`src/core/cir_pkg.sv`:
```
// Constants for the consumer infrared physical layer block
package cir_pkg;
  // ==========================================================
  // Clock and timing
  localparam int CLK_MHZ = 125;
  localparam int TIMEOUT_US = 64;
  localparam int TIMEOUT_CYC = TIMEOUT_US * CLK_MHZ;
  localparam int CHAR_BITS = 10;
  localparam int CHAR_TIMES = 4;
  // ==========================================================
  // Fifo geometry
  localparam int FIFO_DEPTH = 32;
  localparam int FIFO_AW = 5;
  localparam logic [5:0] DEFER_LVL_16 = 6'h0E;
  localparam logic [5:0] DEFER_LVL_32 = 6'h1E;
  localparam logic [5:0] LVL_16 = 6'h10;
  // ==========================================================
  // Modulation modes
  localparam logic [1:0] MOD_CONT = 2'h0;
  localparam logic [1:0] MOD_SIX = 2'h1;
  localparam logic [1:0] MOD_EIGHT = 2'h2;
  localparam logic [3:0] SIX_PULSES = 4'h6;
  localparam logic [3:0] EIGHT_PULSES = 4'h8;
  // High speed carrier halves the carrier period
  localparam int HS_SHIFT = 1;
  // ==========================================================
  // Transmit states
  typedef enum logic [2:0] {
    TX_IDLE = 3'b001,
    TX_SEND = 3'b010,
    TX_UNDER = 3'b100
  } tx_state_type;
endpackage : cir_pkg

```
`src/core/consumer_ir_fifo_timeouts.sv`:
```
// Consumer infrared transmit, receive, fifo time-outs and transmit deferral
`timescale 1ns/1ps
// Summary of operation
// - Transmission starts when bytes are written into an empty transmit fifo.
// - End-of-transmit flag or DMA terminal count ends transmission after last byte.
// - Draining empty without end raises underrun; must clear before next start.
// - Bytes serialize or run-length expand at baud rate, no start/stop/parity.
// - One bit keeps LED off; zero bit produces modulating pulses.
// - Carrier frequency and width follow modulation fields and high speed select.
// - Continuous mode pulses the carrier through every zero bit.
// - Six/eight pulse mode pulses only on zero after one, fewer if short.
// - Receiver activates at once without demodulation, else only in carrier band.
// - Entering active state sets the receiver active flag.
// - Active receiver samples at baud rate, packs bytes or run lengths to fifo.
// - Watchdog flag sets on each detected pulse, clears when status register is read.
// - Writing one to receiver active flag clears it and stops reception.
// - Demodulator band comes from centre frequency and bandwidth fields.
// - Programmed period mode resynchronises sampling on each new pulse.
// - Time-out raises data ready irq, extended DMA request, and status bit while level is below threshold.
// - Time-out stays set until the receive fifo is read.
// - Event A: data held, greater of 64 us and four chars since load and read.
// - Event B: same with the smaller interval, drives only the DMA request.
// - Remote mode time-out waits 64 us after byte, inactivity and last read.
// - Deferral locks an empty transmitter until level reaches 14 or 30.
// - Deferral timer reloads per write; 64 us quiet clears the lock.
module consumer_ir_fifo_timeouts
  import cir_pkg::*;
(
  input wire logic core_clk,
  input wire logic rst_n,
  input wire logic baud_tick,
  input wire logic remote_mode,
  input wire logic extended_mode,
  input wire logic fifo_enable,
  input wire logic fifo_32,
  input wire logic run_length_mode,
  input wire logic programmed_period_mode,
  input wire logic demod_enable,
  input wire logic [4:0] carrier_frequency_field,
  input wire logic [3:0] carrier_pulse_width_field,
  input wire logic high_speed_carrier_select,
  input wire logic [1:0] modulation_mode_field,
  input wire logic [4:0] demod_center_frequency,
  input wire logic [2:0] demod_bandwidth,
  input wire logic rx_data_irq_enable,
  input wire logic rx_dma_enable,
  input wire logic transmit_deferral_enable,
  input wire logic [5:0] rx_threshold,
  input wire logic tx_wr,
  input wire logic [7:0] tx_wdata,
  input wire logic set_end_of_transmit,
  input wire logic dma_terminal_count,
  input wire logic underrun_clear,
  input wire logic aux_status_read,
  input wire logic rx_active_clear_wr,
  input wire logic rx_rd,
  input wire logic ir_rx_in,
  output logic tx_ready,
  output logic ir_led,
  output logic tx_busy,
  output logic tx_underrun,
  output logic receiver_active_flag,
  output logic receive_watchdog_flag,
  output logic receive_timeout_flag,
  output logic rx_data_irq,
  output logic rx_dma_req,
  output logic rx_valid,
  output logic [7:0] rx_rdata,
  output logic [5:0] rx_level
);
  // ==========================================================
  // Transmit fifo
  logic [7:0] txq [FIFO_DEPTH];
  logic [FIFO_AW-1:0] txw_ff, txr_ff;
  logic [5:0] txl_ff;
  logic [5:0] cap;
  logic tx_pop, tx_push;
  assign cap = fifo_32 ? 6'h20 : LVL_16;
  assign tx_ready = txl_ff < cap;
  assign tx_push = tx_wr && tx_ready;
  always_ff @(posedge core_clk or negedge rst_n) begin
    if (!rst_n) begin
      txw_ff <= '0;
      txr_ff <= '0;
      txl_ff <= '0;
    end else begin
      if (tx_push) begin
        txw_ff <= txw_ff + 1'b1;
      end
      if (tx_pop) begin
        txr_ff <= txr_ff + 1'b1;
      end
      txl_ff <= 6'(txl_ff + {5'h0, tx_push} - {5'h0, tx_pop});
    end
  end
  generate
    for (genvar i = 0; i < FIFO_DEPTH; i++) begin : g_txq
      always_ff @(posedge core_clk) begin
        if (tx_push && txw_ff == FIFO_AW'(i)) begin
          txq[i] <= tx_wdata;
        end
      end
    end
  endgenerate
  // ==========================================================
  // Deferral lock
  logic lock_ff;
  logic [13:0] dfr_ff;
  logic defer_on;
  assign defer_on = transmit_deferral_enable && extended_mode && fifo_enable;
  always_ff @(posedge core_clk or negedge rst_n) begin
    if (!rst_n) begin
      lock_ff <= 1'b0;
      dfr_ff <= '0;
    end else begin
      if (tx_push || !lock_ff || txl_ff == 6'h0) begin
        dfr_ff <= '0;
      end else begin
        dfr_ff <= dfr_ff + 1'b1;
      end
      if (defer_on && txl_ff == 6'h0 && !tx_busy) begin
        lock_ff <= 1'b1;
      end else if (txl_ff >= (fifo_32 ? DEFER_LVL_32 : DEFER_LVL_16)) begin
        lock_ff <= 1'b0;
      end else if (32'(dfr_ff) >= TIMEOUT_CYC - 1) begin
        lock_ff <= 1'b0;
      end else if (!defer_on) begin
        lock_ff <= 1'b0;
      end
    end
  end
  // ==========================================================
  // Transmit sequencer
  tx_state_type tx_st_ff;
  logic [7:0] sh_ff;
  logic [3:0] bcnt_ff;
  logic last_ff, eot_pend_ff, txbit_ff, prev_bit_ff;
  logic need_byte;
  assign tx_busy = tx_st_ff == TX_SEND;
  assign tx_underrun = tx_st_ff == TX_UNDER;
  assign need_byte = baud_tick && bcnt_ff == 4'h0;
  assign tx_pop = tx_busy && need_byte && !last_ff && txl_ff != 6'h0 && !lock_ff;
  always_ff @(posedge core_clk or negedge rst_n) begin
    if (!rst_n) begin
      tx_st_ff <= TX_IDLE;
      sh_ff <= '0;
      bcnt_ff <= '0;
      last_ff <= 1'b0;
      eot_pend_ff <= 1'b0;
      txbit_ff <= 1'b1;
      prev_bit_ff <= 1'b1;
    end else begin
      if (set_end_of_transmit) begin
        eot_pend_ff <= 1'b1;
      end
      case (tx_st_ff)
        TX_IDLE: begin
          txbit_ff <= 1'b1;
          if (txl_ff != 6'h0 && !lock_ff) begin
            tx_st_ff <= TX_SEND;
            bcnt_ff <= '0;
            last_ff <= 1'b0;
          end
        end
        TX_SEND: begin
          if (baud_tick) begin
            prev_bit_ff <= txbit_ff;
            if (bcnt_ff != 4'h0) begin
              // plain bits, run length counts down
              txbit_ff <= run_length_mode ? sh_ff[7] : sh_ff[0];
              sh_ff <= run_length_mode ? sh_ff : {1'b1, sh_ff[7:1]};
              bcnt_ff <= bcnt_ff - 1'b1;
            end else if (tx_pop) begin
              // run length: bit 7 level, low bits count plus one
              txbit_ff <= run_length_mode ? txq[txr_ff][7] : txq[txr_ff][0];
              sh_ff <= run_length_mode ? txq[txr_ff] : {1'b1, txq[txr_ff][7:1]};
              bcnt_ff <= run_length_mode ? {1'b0, txq[txr_ff][2:0]} : 4'h7;
              // end flag or terminal count marks last byte
              if (eot_pend_ff || dma_terminal_count) begin
                last_ff <= 1'b1;
                eot_pend_ff <= set_end_of_transmit;
              end
            end else if (last_ff) begin
              tx_st_ff <= TX_IDLE;
              txbit_ff <= 1'b1;
            end else if (!lock_ff) begin
              tx_st_ff <= TX_UNDER;
              txbit_ff <= 1'b1;
            end
          end
        end
        TX_UNDER: begin
          txbit_ff <= 1'b1;
          if (underrun_clear) begin
            tx_st_ff <= TX_IDLE;
          end
        end
        default: tx_st_ff <= TX_IDLE;
      endcase
    end
  end
  // ==========================================================
  // Carrier generator
  logic [7:0] car_ff;
  logic [7:0] per;
  logic [3:0] npulse_ff;
  logic led_ff;
  // period from frequency field, halved at high speed
  assign per = high_speed_carrier_select ? 8'({3'h0, carrier_frequency_field} + 8'h4) >> HS_SHIFT
                                         : 8'({3'h0, carrier_frequency_field} + 8'h4);
  assign ir_led = led_ff;
  always_ff @(posedge core_clk or negedge rst_n) begin
    if (!rst_n) begin
      car_ff <= '0;
      npulse_ff <= '0;
      led_ff <= 1'b0;
    end else begin
      if (txbit_ff || !tx_busy) begin
        car_ff <= '0;
        led_ff <= 1'b0;
        npulse_ff <= '0;
      end else begin
        car_ff <= (car_ff >= per - 8'h1) ? 8'h0 : car_ff + 1'b1;
        if (car_ff == per - 8'h1 && npulse_ff != 4'hF) begin
          npulse_ff <= npulse_ff + 1'b1;
        end
        if (modulation_mode_field == MOD_CONT) begin
          led_ff <= car_ff < {4'h0, carrier_pulse_width_field};
        // counted pulses after a one, cut short with the bit
        end else begin
          led_ff <= car_ff < {4'h0, carrier_pulse_width_field} &&
                    npulse_ff < (modulation_mode_field == MOD_SIX ? SIX_PULSES : EIGHT_PULSES);
        end
      end
      if (baud_tick && !txbit_ff && !prev_bit_ff) begin
        npulse_ff <= 4'hF;
      end
    end
  end
  // ==========================================================
  // Receive input, demodulator and activity
  logic rs1_ff, rs2_ff, rs3_ff;
  logic [7:0] gap_ff;
  logic in_band, pulse_edge;
  logic [7:0] lo, hi;
  always_ff @(posedge core_clk or negedge rst_n) begin
    if (!rst_n) begin
      rs1_ff <= 1'b1;
      rs2_ff <= 1'b1;
      rs3_ff <= 1'b1;
    end else begin
      rs1_ff <= ir_rx_in;
      rs2_ff <= rs1_ff;
      rs3_ff <= rs2_ff;
    end
  end
  // Input is active low: low means infrared energy
  assign pulse_edge = rs3_ff && !rs2_ff;
  // band from centre and bandwidth fields
  assign lo = 8'({3'h0, demod_center_frequency} + 8'h4) - {5'h0, demod_bandwidth};
  assign hi = 8'({3'h0, demod_center_frequency} + 8'h4) + {5'h0, demod_bandwidth};
  assign in_band = gap_ff >= lo && gap_ff <= hi;
  logic energy_ff;
  logic [7:0] hold_ff;
  always_ff @(posedge core_clk or negedge rst_n) begin
    if (!rst_n) begin
      gap_ff <= '0;
      hold_ff <= '0;
      energy_ff <= 1'b0;
    end else begin
      gap_ff <= pulse_edge ? 8'h1 : (gap_ff == 8'hFF ? gap_ff : gap_ff + 1'b1);
      // Demodulated energy persists for twice the upper band period (hi) after an in-band edge
      if (pulse_edge && in_band) begin
        hold_ff <= 8'(hi << 1);
      end else if (hold_ff != 8'h0) begin
        hold_ff <= hold_ff - 1'b1;
      end
      energy_ff <= demod_enable ? (hold_ff != 8'h0) : !rs2_ff;
    end
  end
  logic detect;
  assign detect = pulse_edge && (!demod_enable || in_band);
  always_ff @(posedge core_clk or negedge rst_n) begin
    if (!rst_n) begin
      receiver_active_flag <= 1'b0;
      receive_watchdog_flag <= 1'b0;
    end else begin
      if (detect) begin
        receiver_active_flag <= 1'b1;
      // software write of one stops reception
      end else if (rx_active_clear_wr) begin
        receiver_active_flag <= 1'b0;
      end
      if (detect) begin
        receive_watchdog_flag <= 1'b1;
      end else if (aux_status_read) begin
        receive_watchdog_flag <= 1'b0;
      end
    end
  end
  // ==========================================================
  // Sampler and packer
  logic [7:0] pk_ff;
  logic [3:0] pn_ff;
  logic rx_push;
  logic [7:0] rx_pdata;
  logic samp;
  // resync phase on new pulse in programmed period mode
  assign samp = programmed_period_mode ? (pulse_edge || baud_tick) : baud_tick;
  always_ff @(posedge core_clk or negedge rst_n) begin
    if (!rst_n) begin
      pk_ff <= '0;
      pn_ff <= '0;
      rx_push <= 1'b0;
      rx_pdata <= '0;
    end else begin
      rx_push <= 1'b0;
      if (receiver_active_flag && samp) begin
        if (run_length_mode) begin
          if (pn_ff != 4'h0 && (pk_ff[7] != !energy_ff || pk_ff[6:0] == 7'h7F)) begin
            rx_push <= 1'b1;
            rx_pdata <= pk_ff;
            pk_ff <= {!energy_ff, 7'h0};
          end else begin
            pk_ff <= {!energy_ff, 7'(pk_ff[6:0] + (pn_ff != 4'h0 ? 7'h1 : 7'h0))};
          end
          pn_ff <= 4'h1;
        end else if (pn_ff == 4'h7) begin
          rx_push <= 1'b1;
          rx_pdata <= {!energy_ff, pk_ff[7:1]};
          pn_ff <= '0;
        end else begin
          pk_ff <= {!energy_ff, pk_ff[7:1]};
          pn_ff <= pn_ff + 1'b1;
        end
      end
      if (!receiver_active_flag) begin
        pn_ff <= '0;
      end
    end
  end
  // ==========================================================
  // Receive fifo
  logic [7:0] rxq [FIFO_DEPTH];
  logic [FIFO_AW-1:0] rxw_ff, rxr_ff;
  logic [5:0] rxl_ff;
  logic do_push, do_pop;
  assign do_push = rx_push && rxl_ff < cap;
  assign do_pop = rx_rd && rxl_ff != 6'h0;
  assign rx_level = rxl_ff;
  assign rx_valid = rxl_ff != 6'h0;
  assign rx_rdata = rxq[rxr_ff];
  always_ff @(posedge core_clk or negedge rst_n) begin
    if (!rst_n) begin
      rxw_ff <= '0;
      rxr_ff <= '0;
      rxl_ff <= '0;
    end else begin
      if (do_push) begin
        rxw_ff <= rxw_ff + 1'b1;
      end
      if (do_pop) begin
        rxr_ff <= rxr_ff + 1'b1;
      end
      rxl_ff <= 6'(rxl_ff + {5'h0, do_push} - {5'h0, do_pop});
    end
  end
  generate
    for (genvar j = 0; j < FIFO_DEPTH; j++) begin : g_rxq
      always_ff @(posedge core_clk) begin
        if (do_push && rxw_ff == FIFO_AW'(j)) begin
          rxq[j] <= rx_pdata;
        end
      end
    end
  endgenerate
  // ==========================================================
  // Time-outs
  logic [19:0] since_ld_ff, since_rd_ff, since_act_ff, char4;
  logic [19:0] t_big, t_small;
  logic [15:0] baud_period_ff, baud_cnt_ff;
  logic tout_a_ff, tout_b_ff;
  // Four ten-bit characters, in clocks measured between baud ticks
  assign char4 = 20'(CHAR_TIMES * CHAR_BITS) * 20'(baud_period_ff);
  always_ff @(posedge core_clk or negedge rst_n) begin
    if (!rst_n) begin
      baud_cnt_ff <= '0;
      baud_period_ff <= 16'h0001;
    end else if (baud_tick) begin
      baud_cnt_ff <= '0;
      baud_period_ff <= baud_cnt_ff + 1'b1;
    end else if (baud_cnt_ff != 16'hFFFF) begin
      baud_cnt_ff <= baud_cnt_ff + 1'b1;
    end
  end
  assign t_big = (char4 > 20'(TIMEOUT_CYC)) ? char4 : 20'(TIMEOUT_CYC);
  assign t_small = (char4 < 20'(TIMEOUT_CYC)) ? char4 : 20'(TIMEOUT_CYC);
  always_ff @(posedge core_clk or negedge rst_n) begin
    if (!rst_n) begin
      since_ld_ff <= '0;
      since_rd_ff <= '0;
      since_act_ff <= '0;
    end else begin
      since_ld_ff <= do_push ? 20'h0 : (&since_ld_ff ? since_ld_ff : since_ld_ff + 1'b1);
      since_rd_ff <= do_pop ? 20'h0 : (&since_rd_ff ? since_rd_ff : since_rd_ff + 1'b1);
      since_act_ff <= receiver_active_flag ? 20'h0
                    : (&since_act_ff ? since_act_ff : since_act_ff + 1'b1);
    end
  end
  logic cond_a, cond_b, cond_rc;
  assign cond_a = rx_valid && since_ld_ff > t_big && since_rd_ff > t_big;
  assign cond_b = rx_valid && since_ld_ff > t_small && since_rd_ff > t_small;
  assign cond_rc = rx_valid && !receiver_active_flag && since_ld_ff >= 20'(TIMEOUT_CYC) &&
                   since_act_ff >= 20'(TIMEOUT_CYC) && since_rd_ff > 20'(TIMEOUT_CYC);
  always_ff @(posedge core_clk or negedge rst_n) begin
    if (!rst_n) begin
      tout_a_ff <= 1'b0;
      tout_b_ff <= 1'b0;
      receive_timeout_flag <= 1'b0;
    end else begin
      // held until the fifo is read; a new event still wins
      if (remote_mode ? cond_rc : cond_a) begin
        tout_a_ff <= 1'b1;
        if (rxl_ff < rx_threshold) begin
          receive_timeout_flag <= 1'b1;
        end
      end else if (do_pop) begin
        tout_a_ff <= 1'b0;
        receive_timeout_flag <= 1'b0;
      end
      if (!remote_mode && cond_b) begin
        tout_b_ff <= 1'b1;
      end else if (do_pop) begin
        tout_b_ff <= 1'b0;
      end
    end
  end
  assign rx_data_irq = rx_data_irq_enable && (tout_a_ff || rxl_ff >= rx_threshold);
  assign rx_dma_req = rx_dma_enable && extended_mode &&
                      (tout_a_ff || tout_b_ff || rxl_ff >= rx_threshold);
endmodule : consumer_ir_fifo_timeouts

```
`config.mk`:
```
export PLATFORM = sky130hd
export DESIGN_NAME = consumer_ir_fifo_timeouts
export DESIGN_NICKNAME = d
export VERILOG_FILES = /design/src/core/cir_pkg.sv /design/src/core/consumer_ir_fifo_timeouts.sv
export SDC_FILE = /design/constraint.sdc
export NUM_CORES = 1
export LEC_CHECK = 0
export ABC_AREA = 0
export BUFFER_PORTS_ARGS = -buffer_cell sky130_fd_sc_hd__buf_2
export CAP_MARGIN = 20
export CORE_UTILIZATION = 40
export CTS_BUF_LIST = sky130_fd_sc_hd__clkbuf_8
export CTS_CLUSTER_SIZE = 16
export DETAILED_ROUTE_END_ITERATION = 8
export SLEW_MARGIN = 20
export SYNTH_ARGS = -nofsm -noshare
export SYNTH_HDL_FRONTEND = slang
export SYNTH_SLANG_ARGS = --single-unit
```
`constraint.sdc`:
```
create_clock -name core_clk -period 5.25 [get_ports core_clk]
set_input_delay 0.525 -clock core_clk [delete_from_list [all_inputs] [get_ports core_clk]]
set_output_delay 0.525 -clock core_clk [all_outputs]
set_load 0.05 [all_outputs]
```
==> summary.txt, run 1 <==
Setup TNS -> 0 ns
Clock Latency Late Sink -> 0.74 ns
GR Overflow Total -> 0
Clock Pin Slew Worst Setup and Hold Paths -> 0.06 ns
GRT Overall Usage -> 17.7%
Port bufs -> 78
Worst Hold Path Cells -> 3
Placed inst area -> 0.0365 mm2
Startpoint Class -> register
Synth top area share -> 44.4%
Post-route antenna net violation count -> 0
Average size of a mapped cell -> 14.2 um2
Setup violations, final -> 0
Post-synthesis sequential area ratio -> 60.1%
Layout area overhead -> 12.5%
Clock skew -> 0.0360 ns
Post-Syn Instances -> 2448
Post-synth top area cell -> edfxtp_1
Synth Register Bits -> 729
R2R cell count -> 22
Slowest stage delay, CP -> 0.42 ns
Worst path slowest cell -> or3b_4
WL/cell -> 19.8 um
Hold Fails Final Rpt -> 0
Reg-to-reg slack, setup -> 0.26 ns
Slew HR -> 27.6%
H-tree levels -> 3
CP arrival -> 5.60 ns
CTS Buf Count -> 117
Min-delay src -> transmit_deferral_enable
Final Hold Slack -> 0.0827 ns
Yosys warns -> 0
Nets -> 2864
Core outline area -> 0.0855 mm2
Yosys cell types -> 77
Min Tclk post-route -> 4.99 ns
Synth area leaders -> edfxtp_1 44%, dfrtp_1 15%, mux4_2 10%
Vias per cell -> 5.32
Largest net degree at the start of global routing -> 121
Worst-path maximum fanout -> 4
Routability cong. -> 0.852
Post-route design area -> 0.0390 mm2
DR pass1 iterations -> 5
Die area -> 0.0878 mm2
CP Launch Point -> baud_period_ff[1]
Worst Tran Pin Value -> 1.09 ns
Hold Path Class -> in2reg
WP data required -> 5.86 ns
VDD IR max -> 542 uV
Post-route insts no fill -> 3864
Cell Area, Synth -> 0.0346 mm2
Power Dens Cells -> 461 mW/mm2
Async set or reset register ratio after synthesis -> 29.8%
Most used DFF post-synth -> edfxtp_1
Chip width -> 296 um
Post-Route WL -> 76.4 mm
Setup crit end kind -> register
CTS Buffer Depth -> 3
R2r startpoint -> baud_period_ff[1]
Most common cell in the netlist -> edfxtp_1
CTS tree -> done
WS Path Type -> reg2reg
Most used cell along the critical path -> o21a_1
Root buf cell -> clkbuf_8
Io pins -> 79
Worst min-delay path endpoint -> lock_ff
Status -> finished, final reports clean
Leakage -> 0.0149 uW
Fmax -> 0.200 GHz
Iter 0 DRT Violations -> 1292
Die H -> 296 um
Via count -> 20600
Starting Density -> 40.5%
Vias in the first global route -> 21500
CP Cell Sequence -> ha_1, ha_1, fa_2, a21o_4, a221oi_4, nor3_2, nor3_4, o311ai_4, or3b_4, nor2_4, nand2_1, ha_1, nor2b_1, o21a_1, o21a_1, o21a_1, o21a_1, o21a_1, o21a_1, o21a_1, o31ai_2, a22oi_1
Final period util -> 95.0%
Placed Instances -> 3629
Pwr Total -> 18000 uW
First-pass GRT wire length -> 120 mm
# rows -> 107
Reg2reg end -> tout_b_ff
Antenna violations before repair -> 2
Commonest cells post-synth -> 512 x edfxtp_1, 215 x nor2_1, 210 x dfrtp_1
Maxcap violations -> 0
EDFF count, synth -> 512
Slew Viols, Final -> 0
DRC Markers -> 0
Layout cell share with drive strength beyond 1 -> 18.0%
Hpwl dp -> 51.1 mm
Clk sinks -> 729
==> cells by family (layout without fill, tap and decap cells) <==
| kind of cell | count (synthesis) | after routing | synth area share (%) |
|---|---|---|---|
| compound gates | 345 | 345 | 6.34 |
| xor+xnor | 126 | 126 | 3.18 |
| fa+ha+maj | 195 | 195 | 7.15 |
| buf+inv | 184 | 442 | 2.09 |
| flops | 729 | 729 | 60.1 |
| mux | 202 | 202 | 11.7 |
| other cells | 1 | 15 | 0.0108 |
| simple gates | 666 | 666 | 9.48 |
==> per-layer routing <==
| metal | track usage [%] | part of all wire, % |
|---|---|---|
| met4 | 5.54 | 2.1 |
| met1 | 22.8 | 43 |
| met2 | 30.3 | 51 |
| met3 | 3.12 | 4.1 |
| met5 | 0 | 0.017 |
==> worst max-delay path: cells and delay by family, from the launching register on <==
family	cells	cell delay [ns]
AO/OA/AOI/OAI	12	2.17
adder cells (fa/ha/maj)	4	1.19
AND/OR/NAND/NOR	6	1.15
flip-flops	1	0.38
==> timing repair <==
item                                   in CTS  in global routing
hold buffers                                5                  0
buffers inserted                            1                  4
pin swaps                                   2                  5
gates resized for setup                     3                  8
setup endpoints to repair                   1                  2
endpoints found under the hold margin     100                  0
==> through the flow <==
stage / worst slack (ns) / util (%)
finish: 0.260 / 45.6
floorplan: 0.105 / -
CTS: 0.0725 / 45.5
global route: -0.00302 / 45.6
detailed placement: -0.0848 / 42.6
global placement: 0.0321 / 42.6
==> sequential cells by signal, summed over array words and instances, names as in the netlist, 8 cells and up <==
register,flops
pk_ff,8
since_act_ff,20
hold_ff,8
baud_period_ff,16
rx_pdata,8
since_rd_ff,20
gap_ff,8
since_ld_ff,20
txq,256
dfr_ff,14
car_ff,8
sh_ff,8
rxq,256
baud_cnt_ff,16
==> worst max path at each step <==
stage | end | cells past startpoint | slack, ns
3_3_place_gp | tout_b_ff | 22 | 0.03
6_report | tout_b_ff | 22 | 0.26
4_1_cts | tout_b_ff | 22 | 0.07
3_5_place_dp | tout_b_ff | 22 | -0.08
5_1_grt | tout_b_ff | 24 | -0.003
2_1_floorplan | tout_b_ff | 23 | 0.10
==> power by group <==
| part | total, uW | switching [uW] | internal [uW] |
|---|---|---|---|
| Combinational | 5240 | 2810 | 2430 |
| Sequential | 7860 | 981 | 6880 |
| Clock | 4890 | 2270 | 2620 |
==> area by class of cell <==
| type | instances | area [um2] |
|---|---|---|
| clock buffers | 133 | 1830 |
| repair buffers | 118 | 751 |
| clock inverters | 91 | 549 |
| well taps | 1144 | 1430 |
| fillers | 7493 | 46600 |
| flip-flops and latches | 729 | 20800 |
| diodes | 1 | 2.50 |
| inverters | 100 | 375 |
| multi-input cells | 1548 | 13200 |
==> cell usage in the layout, fill, tap and decap left out, drive strengths merged, types with 14 or more instances in the layout <==
| cell | synthesis | layout |
|---|---|---|
| ha | 190 | 190 |
| clkinv | 1 | 37 |
| nand2 | 122 | 122 |
| nand3 | 63 | 63 |
| inv | 99 | 147 |
| mux2i | 27 | 27 |
| mux2 | 15 | 15 |
| nor2 | 215 | 215 |
| a21oi | 121 | 121 |
| edfxtp | 512 | 512 |
| buf | 27 | 113 |
| mux4 | 160 | 160 |
| nand4 | 41 | 41 |
| nor3 | 38 | 38 |
| xor2 | 56 | 56 |
| o21a | 25 | 25 |
| a31oi | 17 | 17 |
| nand2b | 18 | 18 |
| or3 | 22 | 22 |
| conb | 1 | 14 |
| and2 | 44 | 44 |
| and3 | 32 | 32 |
| a21o | 32 | 32 |
| nor4 | 14 | 14 |
| o21ai | 79 | 79 |
| nor2b | 20 | 20 |
| dfrtp | 210 | 210 |
| clkbuf | 57 | 133 |
| xnor2 | 70 | 70 |
(Power assumes the default switching activity.)
==> run 2: changes to the inputs <==
- ABC_AREA: 0 -> 1
==> run 2 against run 1 <==
  * Routed wire length up 12%
  * Count of clock-buffer cells in the layout down 1
  * Sequential share of layout area down 0.63 points
  * Critical path depth up 4
  * Via count up 24%
  * Area after synthesis up 2.0%
  * Utilization down 0.32 points
  * Synthesized cell count up 41%
  * Fmax up 15%
  * Register-to-register slack better by 0.64 ns
  * Critical endpoint unchanged
  * Largest cell class unchanged
  * Highest routed layer unchanged
==> summary.txt, run 2 <==
Status -> finished, final reports clean
Yosys warns -> 0 (unchanged)
Maxcap violations -> 0 (unchanged)
Post-synthesis sequential area ratio -> 58.9% (-1.2 points)
Hpwl dp -> 56.3 mm (+10%)
Final period util -> 82.8% (-12 points)
Synth Register Bits -> 729 (unchanged)
Slowest stage delay, CP -> 0.44 ns (+0.02 ns)
Antenna violations before repair -> 4 (+2)
Slew Viols, Final -> 0 (unchanged)
VDD IR max -> 415 uV (-23%)
Routability cong. -> 0.926 (+8.7%)
Average size of a mapped cell -> 10.2 um2 (-28%)
WS Path Type -> reg2reg
CP arrival -> 5.00 ns (-0.60 ns)
Hold Fails Final Rpt -> 0 (unchanged)
Slew HR -> 28.6% (+0.98 points)
Post-route antenna net violation count -> 0 (unchanged)
Gr busiest metal -> met2
Vias in the first global route -> 24500 (+14%)
Hold Path Class -> in2reg
Commonest cells post-synth -> 531 x nor2_1, 512 x edfxtp_1, 417 x nand2_1
WL/cell -> 17.7 um (-10%)
Worst path slowest cell -> dfrtp_1
H-tree levels -> 3 (unchanged)
Met2 Use GR -> 31.2% (+0.90 points)
Root buf cell -> clkbuf_8
Worst-path maximum fanout -> 7 (+3)
Synth top area share -> 43.5% (-0.85 points)
Worst Tran Pin Value -> 1.07 ns (-0.0159 ns)
Async set or reset register ratio after synthesis -> 29.8% (unchanged)
Clk sinks -> 729 (unchanged)
Layout area overhead -> 11.7%
Most frequent cells in the layout -> 531 x nor2_1, 512 x edfxtp_1, 417 x nand2_1
RSZ-0062 raised after global routing -> false
DRC Markers -> 0 (unchanged)
Die H -> 299 um (+0.97%)
Synth area leaders -> edfxtp_1 44%, dfrtp_1 15%, ha_1 6.7%
Most used cell along the critical path -> nand2_1
Setup violations, final -> 0 (unchanged)
Post-synth top area cell -> edfxtp_1
First-pass GRT wire length -> 136 mm (+13%)
Io pins -> 79 (unchanged)
Cell Area, Synth -> 0.0353 mm2 (+2.0%)
M1 GR Usage -> 26.1% (+3.4 points)
CTS Buffer Depth -> 3 (unchanged)
Via count -> 25400 (+24%)
Commonest non-fill, non-tap cell in the layout -> nor2_1
Min Tclk post-route -> 4.35 ns (-0.643 ns)
Clock skew -> 0.0348 ns (-0.00118 ns)
Largest net degree at the start of global routing -> 94 (-22%)
Starting Density -> 40.5% (about the same)
Core outline area -> 0.0872 mm2 (+1.9%)
Setup TNS -> 0 ns (unchanged)
Most used DFF post-synth -> edfxtp_1
Post-Route WL -> 85.8 mm (+12%)
Chip width -> 299 um (+0.97%)
Leakage -> 0.0156 uW (+5.2%)
Fmax -> 0.230 GHz (+15%)
Most common cell in the netlist -> nor2_1
Vias per cell -> 5.24 (-1.4%)
Startpoint Class -> register
Clock Pin Slew Worst Setup and Hold Paths -> 0.06 ns (about the same)
CTS tree -> done
GRT Overall Usage -> 19.1% (+1.4 points)
GR Overflow Total -> 0 (unchanged)
WP data required -> 5.91 ns (+0.05 ns)
Clock Latency Late Sink -> 0.75 ns (about the same)
Setup crit end kind -> register
DR pass1 iterations -> 7 (+2)
Layout cell share with drive strength beyond 1 -> 9.27% (-8.8 points)
CTS Buf Count -> 119 (+1.7%)
Power Dens Cells -> 487 mW/mm2 (+5.7%)
Final core occ -> 45.3% (-0.32 points)
Nets -> 3832 (+34%)
Port bufs -> 78 (unchanged)
EDFF count, synth -> 512 (unchanged)
Yosys cell types -> 61 (-21%)
Post-Syn Instances -> 3462 (+41%)
Die area -> 0.0895 mm2 (+1.9%)
Biggest regs -> rxq x256, txq x256
Iter 0 DRT Violations -> 1868 (+45%)
# rows -> 108 (+0.93%)
Met3 Use GR -> 3.05% (-0.064 points)
-- run 2: per-layer routing --
| layer | routed length, um | part of all wire (%) |
|---|---|---|
| met1 | 39000 | 45 |
| met2 | 40400 | 47 |
| met3 | 4260 | 5.0 |
| met4 | 2010 | 2.3 |
| met5 | 36 | 0.042 |
-- run 2: path summary, 6_finish.rpt --
kind	cells past startpoint	startpoint	slack (ns)	end
max	26	baud_period_ff[1]	0.90	tout_b_ff
min	2	rx_active_clear_wr	0.11	receiver_active_flag
max reg2reg	26	baud_period_ff[1]	0.90	tout_b_ff
min reg2reg	0	rs2_ff	0.37	rs3_ff
max in group asynchronous	3	rst_n	3.65	rx_pdata[4]
min in group asynchronous	2	rst_n	0.37	since_rd_ff[13]
-- run 2: repair_timing --
item / in CTS / in global routing
buffers inserted: 0 / 0
gates resized for setup: 0 / 0
hold buffers: 4 / 0
hold endpoints to repair: 88 / 0
setup endpoints to repair: 0 / 0
-- run 2: area by class of cell --
| class | count | area (um2) |
|---|---|---|
| Fill cell | 8238 | 47700 |
| Inverter | 323 | 1210 |
| Clock buffer | 132 | 1820 |
| Tap cell | 1155 | 1450 |
| Multi-Input combinational cell | 2296 | 12900 |
| Antenna cell | 2 | 5.00 |
| Clock inverter | 96 | 586 |
| Sequential cell | 729 | 20800 |
| Timing Repair Buffer | 113 | 698 |
-- run 2: stage by stage --
step / area, um2 / cells / hold slack (ns) / worst slack, ns / power [uW]
floorplan: 35400 / 3475 / 0.229 / 1.52 / 12200
global placement: 37000 / 4612 / 0.360 / 1.04 / 14300
detailed placement: 37000 / 4612 / 0.359 / 0.932 / 14400
CTS: 39400 / 4844 / 0.0262 / 0.861 / 19400
global route: 39500 / 4846 / 0.0538 / 0.431 / 20500
finish: 39500 / 4846 / 0.105 / 0.903 / 19200
-- run 2: power breakdown --
part | total, uW | switching [uW] | leakage (uW) | internal [uW]
registers | 7850 | 848 | 0.00739 | 7000
logic | 6440 | 4440 | 0.00687 | 2000
clock network | 4940 | 2330 | 0.00137 | 2620
total | 19200 | 7610 | 0.0156 | 11600
-- run 2: kinds of logic (layout without fill, tap and decap cells) --
group | count (synthesis) | after routing | share of synthesized area [%]
AND/OR/NAND/NOR | 1247 | 1247 | 15.0
AO/OA/AOI/OAI | 772 | 772 | 12.5
flip-flops | 729 | 729 | 58.9
buffers and inverters | 450 | 664 | 4.84
adder cells (fa/ha/maj) | 195 | 195 | 7.01
XOR/XNOR | 64 | 64 | 1.59
multiplexers | 4 | 4 | 0.120
other | 1 | 16 | 0.0106
-- run 2: critical path: cells and delay by family (launching register included) --
| family | cells | cell delay, ns |
|---|---|---|
| buffers and inverters | 1 | 0.14 |
| flip-flops | 1 | 0.44 |
| adder cells (fa/ha/maj) | 4 | 1.31 |
| AO/OA/AOI/OAI | 6 | 0.99 |
| AND/OR/NAND/NOR | 15 | 1.40 |
